[config.mk]
export PLATFORM = sky130hd
export DESIGN_NAME = gwc_regs
export DESIGN_NICKNAME = d
export VERILOG_FILES = /design/src/hdl/gwc_pkg.sv /design/src/hdl/gwc_regs.sv /design/src/hdl/gwc_sync.sv /design/src/hdl/gwc_detect.sv
export VERILOG_INCLUDE_DIRS = /design/src /design/src/hdl
export SDC_FILE = /design/constraint.sdc
export NUM_CORES = 1
export LEC_CHECK = 0
export ABC_AREA = 1
export ABC_CLOCK_PERIOD_IN_PS = 18500
export BUFFER_PORTS_ARGS = -buffer_cell sky130_fd_sc_hd__buf_4
export CAP_MARGIN = 20
export CORE_ASPECT_RATIO = 1.25
export CORE_UTILIZATION = 60
export CTS_BUF_LIST = sky130_fd_sc_hd__clkbuf_4
export CTS_CLUSTER_SIZE = 14
export DETAILED_ROUTE_END_ITERATION = 6
export PLACE_DENSITY_LB_ADDON = 0.1
export SLEW_MARGIN = 20
export SYNTH_ARGS = -nofsm -noshare
export SYNTH_HDL_FRONTEND = slang
export SYNTH_SLANG_ARGS = --single-unit
[constraint.sdc]
create_clock -name clk_sys -period 18.5 [get_ports clk_sys]
set_input_delay 3.7 -clock clk_sys [delete_from_list [all_inputs] [get_ports clk_sys]]
set_output_delay 3.7 -clock clk_sys [all_outputs]
set_load 0.005 [all_outputs]
[src/hdl/gwc_defines.svh]
/*
 * Register offsets and reset values for the pin wake and
 * configuration register block. Assumes inclusion by bare name.
 */
`ifndef GWC_DEFINES_SVH
`define GWC_DEFINES_SVH

// ----------------------------------------------------------------------
// Register byte offsets
// ----------------------------------------------------------------------
`define GWC_OFS_PENDING_FLAGS      8'h40
`define GWC_OFS_TRIGGER_ENABLE     8'h34
`define GWC_OFS_TRIGGER_MODE       8'h28
`define GWC_OFS_TRIGGER_POLARITY   8'h2C
`define GWC_OFS_PENDING_FLAG_CLEAR 8'h48
`define GWC_OFS_WAKE_ENABLE        8'h4C
`define GWC_OFS_WAKE_ENABLE_SET    8'h50
`define GWC_OFS_WAKE_ENABLE_CLEAR  8'h54
`define GWC_OFS_BOTH_EDGE_SELECT   8'h5C
`define GWC_OFS_PAD_CONFIG_A       8'h60
`define GWC_OFS_PAD_CONFIG_B       8'h64
`define GWC_OFS_FUNCTION_SEL_LOW   8'h68

// ----------------------------------------------------------------------
// Reset values
// ----------------------------------------------------------------------
`define GWC_RST_ZERO               32'h0000_0000
`define GWC_RST_PAD_CONFIG_B       32'h0000_0000

`endif

[src/hdl/gwc_pkg.sv]
/*
 * Types shared by the pin wake and configuration register block.
 * Assumes nothing beyond a SystemVerilog compiler.
 */
package gwc_pkg;

   // Register bus request, one cycle per strobe
   typedef struct packed {
      logic        wr;
      logic        rd;
      logic [7:0]  addr;
      logic [31:0] wdata;
   } gwc_req_s;

   // Per-pin trigger configuration as seen by the detector
   typedef struct packed {
      logic enable;
      logic edge_mode;
      logic polarity;
      logic both_edges;
   } gwc_trig_s;

endpackage : gwc_pkg

[src/hdl/gwc_regs.sv]
/*
 * Pin wake, pending-flag and pad configuration register block.
 * Assumes a plain register port on clk_sys: one-cycle strobes,
 * read data valid the cycle after the read strobe. Pins are asynchronous.
 */
// The plain strobed port was decided locally.
// How it works
// Writing one to a clear-register bit clears that pin's pending flag; zero ignored.
// Wake enable bit one makes the pin a wakeup source; resets to zero.
// Ones written to the set alias set wake enable bits; zeros untouched.
// Ones written to the clear alias clear wake enable bits; zeros untouched.
// Two 32-bit read/write pad configuration registers select input mode and pulls.
// Function select low holds one bit per pin, resets zero, writable directly.
// Function select low never alters input path or interrupt detection.
// Software leaves function bits of unimplemented pins at reset value.
// Dual-edge mode register is 32-bit read/write, resets to zero.
// Pending flag sets on enabled condition and stays until software clears it.
// Polarity picks low/high level, or falling/rising edge.
// Dual-edge bit in edge mode makes both edges set pending, ignoring polarity.
`timescale 1ns/100ps
`include "gwc_defines.svh"
module gwc_regs
   import gwc_pkg::*;
#(
   parameter int PINS = 32
) (
   input  wire logic            clk_sys,
   input  wire logic            rst,
   input  wire logic [7:0]      reg_addr,
   input  wire logic [31:0]     reg_wdata,
   input  wire logic            reg_wr,
   input  wire logic            reg_rd,
   output logic      [31:0]     reg_rdata,
   input  wire logic [PINS-1:0] pin_in,
   output logic      [PINS-1:0] wake_request,
   output logic      [PINS-1:0] pending_flags,
   output logic      [PINS-1:0] wake_enable,
   output logic      [PINS-1:0] pad_config_a,
   output logic      [PINS-1:0] pad_config_b,
   output logic      [PINS-1:0] function_select_low
);

   // ----------------------------------------------------------------------
   // Elaboration checks
   // ----------------------------------------------------------------------
   if (PINS < 1 || PINS > 32) begin : g_bad_pins
      $error("PINS must be 1 to 32");
   end

   // ----------------------------------------------------------------------
   // State
   // ----------------------------------------------------------------------
   gwc_req_s        req;
   logic [PINS-1:0] pin_sync;
   logic [PINS-1:0] hit;
   logic [PINS-1:0] trig_enable;
   logic [PINS-1:0] trig_mode;
   logic [PINS-1:0] trig_polarity;
   logic [PINS-1:0] both_edge_select;
   logic [PINS-1:0] next_pending_flags;
   logic [PINS-1:0] next_wake_enable;
   logic [PINS-1:0] next_trig_enable;
   logic [PINS-1:0] next_trig_mode;
   logic [PINS-1:0] next_trig_polarity;
   logic [PINS-1:0] next_both_edge_select;
   logic [PINS-1:0] next_pad_config_a;
   logic [PINS-1:0] next_pad_config_b;
   logic [PINS-1:0] next_function_select_low;
   logic [PINS-1:0] next_wake_request;
   logic [31:0]     next_reg_rdata;
   logic [PINS-1:0] wdata_p;

   assign req     = '{wr: reg_wr, rd: reg_rd, addr: reg_addr, wdata: reg_wdata};
   assign wdata_p = req.wdata[PINS-1:0];

   // ----------------------------------------------------------------------
   // Pin synchronisation and per-pin detection
   // ----------------------------------------------------------------------
   gwc_sync #(
      .WIDTH    (PINS)
   ) u_sync (
      .clk_sys  (clk_sys),
      .rst      (rst),
      .async_in (pin_in),
      .sync_out (pin_sync)
   );

   // Function select is deliberately not an input here, so muxing a pin
   // to an alternate function leaves its interrupt path intact.
   for (genvar i = 0; i < PINS; i++) begin : g_pin
      gwc_detect u_det (
         .clk_sys   (clk_sys),
         .rst       (rst),
         .pin_level (pin_sync[i]),
         .trig      ('{enable:     trig_enable[i],
                       edge_mode:  trig_mode[i],
                       polarity:   trig_polarity[i],
                       both_edges: both_edge_select[i]}),
         .hit       (hit[i])
      );
   end

   // ----------------------------------------------------------------------
   // Register next values
   // ----------------------------------------------------------------------
   // Set wins over clear so an event landing on a clear write is not lost
   always_comb begin
      next_pending_flags       = pending_flags;
      next_wake_enable         = wake_enable;
      next_trig_enable         = trig_enable;
      next_trig_mode           = trig_mode;
      next_trig_polarity       = trig_polarity;
      next_both_edge_select    = both_edge_select;
      next_pad_config_a        = pad_config_a;
      next_pad_config_b        = pad_config_b;
      next_function_select_low = function_select_low;
      if (req.wr) begin
         unique case (req.addr)
            `GWC_OFS_PENDING_FLAG_CLEAR: begin
               next_pending_flags = pending_flags & ~wdata_p;
            end
            `GWC_OFS_WAKE_ENABLE:       next_wake_enable = wdata_p;
            `GWC_OFS_WAKE_ENABLE_SET:   next_wake_enable = wake_enable | wdata_p;
            `GWC_OFS_WAKE_ENABLE_CLEAR: next_wake_enable = wake_enable & ~wdata_p;
            `GWC_OFS_TRIGGER_ENABLE:    next_trig_enable = wdata_p;
            `GWC_OFS_TRIGGER_MODE:      next_trig_mode = wdata_p;
            `GWC_OFS_TRIGGER_POLARITY:  next_trig_polarity = wdata_p;
            `GWC_OFS_BOTH_EDGE_SELECT:  next_both_edge_select = wdata_p;
            `GWC_OFS_PAD_CONFIG_A:      next_pad_config_a = wdata_p;
            `GWC_OFS_PAD_CONFIG_B:      next_pad_config_b = wdata_p;
            `GWC_OFS_FUNCTION_SEL_LOW:  next_function_select_low = wdata_p;
            default: ;
         endcase
      end
      next_pending_flags = next_pending_flags | hit;
      // Wake is raised by a pending pin whose wake bit is on
      next_wake_request  = pending_flags & wake_enable;
   end

   // Read mux; unmapped and write-only offsets read zero
   always_comb begin
      next_reg_rdata = 32'h0000_0000;
      if (req.rd) begin
         unique case (req.addr)
            `GWC_OFS_PENDING_FLAGS:     next_reg_rdata[PINS-1:0] = pending_flags;
            `GWC_OFS_WAKE_ENABLE:       next_reg_rdata[PINS-1:0] = wake_enable;
            `GWC_OFS_TRIGGER_ENABLE:    next_reg_rdata[PINS-1:0] = trig_enable;
            `GWC_OFS_TRIGGER_MODE:      next_reg_rdata[PINS-1:0] = trig_mode;
            `GWC_OFS_TRIGGER_POLARITY:  next_reg_rdata[PINS-1:0] = trig_polarity;
            `GWC_OFS_BOTH_EDGE_SELECT:  next_reg_rdata[PINS-1:0] = both_edge_select;
            `GWC_OFS_PAD_CONFIG_A:      next_reg_rdata[PINS-1:0] = pad_config_a;
            `GWC_OFS_PAD_CONFIG_B:      next_reg_rdata[PINS-1:0] = pad_config_b;
            `GWC_OFS_FUNCTION_SEL_LOW:  next_reg_rdata[PINS-1:0] = function_select_low;
            default: ;
         endcase
      end
   end

   // ----------------------------------------------------------------------
   // Registers
   // ----------------------------------------------------------------------
   always_ff @(posedge clk_sys or posedge rst) begin
      if (rst) begin
         pending_flags       <= '0;
         wake_enable         <= '0;
         trig_enable         <= '0;
         trig_mode           <= '0;
         trig_polarity       <= '0;
         both_edge_select    <= '0;
         pad_config_a        <= '0;
         pad_config_b        <= '0;
         function_select_low <= '0;
         wake_request        <= '0;
         reg_rdata           <= `GWC_RST_ZERO;
      end else begin
         pending_flags       <= next_pending_flags;
         wake_enable         <= next_wake_enable;
         trig_enable         <= next_trig_enable;
         trig_mode           <= next_trig_mode;
         trig_polarity       <= next_trig_polarity;
         both_edge_select    <= next_both_edge_select;
         pad_config_a        <= next_pad_config_a;
         pad_config_b        <= next_pad_config_b;
         function_select_low <= next_function_select_low;
         wake_request        <= next_wake_request;
         reg_rdata           <= next_reg_rdata;
      end
   end

endmodule : gwc_regs

[src/hdl/gwc_sync.sv]
/*
 * Two-flop synchroniser for a vector of pin levels.
 * Assumes the pins are asynchronous to clk_sys.
 */
`timescale 1ns/100ps
module gwc_sync #(
   parameter int WIDTH = 32
) (
   input  wire logic             clk_sys,
   input  wire logic             rst,
   input  wire logic [WIDTH-1:0] async_in,
   output logic      [WIDTH-1:0] sync_out
);

   logic [WIDTH-1:0] meta;

   // ----------------------------------------------------------------------
   // First flop feeds only the second
   // ----------------------------------------------------------------------
   always_ff @(posedge clk_sys or posedge rst) begin
      if (rst) begin
         meta     <= '0;
         sync_out <= '0;
      end else begin
         meta     <= async_in;
         sync_out <= meta;
      end
   end

endmodule : gwc_sync

[src/hdl/gwc_detect.sv]
/*
 * Per-pin interrupt condition detector: level or edge, polarity, dual edge.
 * Assumes synchronised pin levels on clk_sys.
 */
`timescale 1ns/100ps
module gwc_detect
   import gwc_pkg::*;
(
   input  wire logic      clk_sys,
   input  wire logic      rst,
   input  wire logic      pin_level,
   input  wire gwc_trig_s trig,
   output logic           hit
);

   logic prev;
   logic next_prev;

   // Previous level for edge detection
   always_comb begin
      next_prev = pin_level;
   end

   always_ff @(posedge clk_sys or posedge rst) begin
      if (rst) begin
         prev <= 1'b0;
      end else begin
         prev <= next_prev;
      end
   end

   // Condition decode; dual edge overrides polarity only in edge mode
   always_comb begin
      hit = 1'b0;
      if (trig.enable) begin
         if (!trig.edge_mode) begin
            hit = (pin_level == trig.polarity);
         end else if (trig.both_edges) begin
            hit = (pin_level != prev);
         end else begin
            hit = trig.polarity ? (pin_level & ~prev)
                                : (~pin_level & prev);
         end
      end
   end

endmodule : gwc_detect

==> out/metrics.csv <==
stage,metric,value,unit
sta,Max-slew headroom,0.241,
routing,Final ANT Viol Nets,0,
routing,DR vias/cell,5.73,
global_route,global route overflow,0,
sta,final-report hold violation count,0,
global_route,pin count of the biggest net entering global routing,118,
routing,drt drc,0,
global_route,first-pass GRT wire length,97.5,mm
final_layout,sequential standard cell area,0.0112,sq mm
synth,synthesized area,0.0209,sq mm
sta,unrepaired setup endpoints after global routing,no,
sta,Final Skew,0.0384,ns
global_route,antenna violations before repair,3,
worst_setup_path,CP dominant cell by count,nand2_1,
routing,WL/cell,18.6,um
worst_setup_path,critical path startpoint category,input port,
worst_setup_path,"delay-heaviest family, CP",simple AND/OR/NAND/NOR gates,
worst_setup_path,CP arrival,7.17,ns
sta,Final setup viols,0,
place,post-DP HPWL,37.1,mm
cts,# hold bufs at CTS,0,
synth,Most used DFF post-synth,dfrtp_1,
synth,sequential area share after synthesis,0.536,
synth,Synth Area per Inst,8.46,sq um
global_route,met1 usage,0.447,
floorplan,initial core utilization,0.607,
final_layout,Syn-to-layout area delta,17.8,%
floorplan,die outline height,211,um
worst_setup_path,CP Max Fanout,67,
pwr,total leakage power,12.7,nW
sta,period utilization,0.348,
routing,First-pass DRT Iterations,6,
place,Placer Congestion,0.902,
global_route,vias in the first global route,18900,
cts,clock tree buffer depth,3,
synth,Synth area leaders,"dfrtp_1 (54%), nand2_1 (12%), nand3_1 (7.7%)",
sta,post-layout min period,6.44,ns
synth,Synth area leader,dfrtp_1,
synth,post-synth top area share,0.536,
final_layout,area of the multi-input gates,0.00809,sq mm
global_route,gr busiest metal,met2,
synth,Cells after Synth,2471,
final_layout,Nets,2913,
sta,TNS Setup,0,ns
pwr,worst vdd ir,49.8,uV
synth,number of flops mapped to enable cells by yosys,0,
sta,Max Clock Freq,155,MHz
synth,number of warnings issued by yosys,0,
worst_setup_path,CP Buf/Inv Count,4,
sta,Worst-Margin Slew,1.13,ns
cts,Post-CTS Resized,0,
synth,Post-synth top cells,"nand2_1 (650), dfrtp_1 (448), nand3_1 (320)",
synth,ys async rst share,1.00,
synth,"Distinct cells, synth",26,
pwr,Power Density,85.4,mW/mm^2
cts,htree depth,3,
worst_setup_path,critical path type,in2reg,
worst_setup_path,Critical-path top delay cell,o21ai_4,
cts,Clock Pin Slew Worst Setup and Hold Paths,0.07,ns
floorplan,num ports,300,
synth,dominant cell by count in the synthesized netlist,nand2_1,
global_route,GR Layer Usage met3,0.0836,
global_route,met2 usage,0.568,
routing,vias,19100,
final_layout,share of cells above drive strength 1,0.179,
routing,Starting DRT DRC Count,1700,
worst_setup_path,CP Capture Type,flop,
hold_path,hold crit path type,reg2reg,
synth,Mapped Nets,2611,
sta,Final Max Tran Viols,0,
pwr,total design power,2.10,mW
place,Port Buffer Count,299,
worst_setup_path,crit path cell chain,buf_4 -> inv_1 -> nand2_4 -> nor2_4 -> buf_4 -> o21ai_4 -> nand2_1 -> nand2_2 -> inv_2 -> nand2_1 -> nand2_1,
floorplan,core area,0.0344,sq mm
cts,CTS Buf Count,109,
cts,CTS tree,built,
status,status,completed,
cts,clk_lat worst skew,0.84,ns
cts,post-CTS setup buffer count,0,
synth,register bit total from synthesis,448,
routing,Post-Route WL,61.8,mm
worst_setup_path,max incr delay on CP,1.02,ns
floorplan,die area,0.0356,sq mm
cts,CTS sink count,448,
floorplan,row count,76,
worst_setup_path,Worst EP required,19.22,ns
cts,clock root buffer,clkbuf_4,
floorplan,Die Wd,169,um
job,Max Cap Viol,0,
global_route,Tot GR Track Use,0.355,
final_layout,fill cell count,2788,
==> power breakdown <==
part / internal, mW / switching (mW)
Sequential: 1.03 / 0.0558
Combinational: 0.0829 / 0.114
Clock: 0.417 / 0.399
==> cell usage in the layout, fill, tap and decap left out <==
cell type  synthesis  layout
clkinv_1           0      28
nand2_4            3       3
inv_8              0       1
ha_1              64      64
nor2_1           128     128
diode_2            0       3
o21ai_1          185     185
inv_2              5       7
nand3_1          320     320
nor2_4             4       6
buf_4             13     312
inv_1            261     260
nand2_1          650     649
nor2_8             3       3
o21ai_4            0       1
and2_2             0       2
dfrtp_1          448     448
o21bai_1          32      32
nand3_2            2       2
o21ai_0          167     167
clkbuf_4           0     158
o221ai_1          32      32
nand3_4            5       5
a21oi_1           32      32
nand2_2            4       5
clkinv_2           0       3
bufinv_16          0       2
==> flip-flops by register name, indices dropped and copies added (netlist names) <==
signal,count
wake_enable,32
u_sync.meta,32
pad_config_b,32
wake_request,32
reg_rdata,32
u_sync.sync_out,32
both_edge_select,32
pending_flags,32
trig_enable,32
g_pin.u_det.prev,32
trig_polarity,32
pad_config_a,32
trig_mode,32
function_select_low,32
==> per-stage QoR <==
| step | hold slack (ns) | area [sq um] | instances | setup WS [ns] | utilization |
|---|---|---|---|---|---|
| after floorplan | 0.331 | 20900 | 2471 | 2.31 | - |
| after global placement | 0.331 | 23200 | 3130 | 11.46 | 0.675 |
| after detailed placement | 0.335 | 23200 | 3130 | 11.31 | 0.675 |
| after CTS | 0.335 | 24600 | 3323 | 12.18 | 0.715 |
| after global routing | 0.349 | 24600 | 3325 | 11.94 | 0.715 |
| final | 0.335 | 24600 | 3326 | 12.06 | 0.715 |
==> final cells by class <==
cell class                 count  share of cell area
antenna                        3            0.000305
clock inverter                35             0.00762
timing repair buffer         312              0.0951
multi-input combinational   1636               0.329
tap                          468              0.0238
inverter                     266              0.0409
clock buffer                 158              0.0482
sequential                   448               0.455
==> routing by layer <==
layer  up-vias  wire (um)
met4         2       2790
met3       205       6360
met5         -          8
met1      9096      23700
li1       8707          -
met2      1051      28900
==> path summary, 6_finish.rpt <==
| kind | start | endpoint | slack (ns) | cells after the start |
|---|---|---|---|---|
| min reg2reg | u_sync.meta[14] | u_sync.sync_out[14] | 0.33 | 0 |
| min in group asynchronous | rst | pad_config_b[6] | 3.05 | 2 |
| min | u_sync.meta[14] | u_sync.sync_out[14] | 0.33 | 0 |
| max in group asynchronous | rst | pending_flags[12] | 13.28 | 4 |
| max reg2reg | u_sync.sync_out[13] | pending_flags[13] | 17.24 | 4 |
| max | reg_addr[0] | wake_enable[20] | 12.06 | 11 |
==> cells by family (layout without fill, tap and decap cells) <==
group           Yosys count  in the layout  share of synthesized area
flops                   448            448                      0.536
buf+inv                 387            771                     0.0774
simple gates           1123           1123                      0.231
fa+ha+maj                64             64                     0.0383
other cells               0              3                          0
compound gates          449            449                      0.117
No activity file was read; power rests on OpenSTA's default activity.
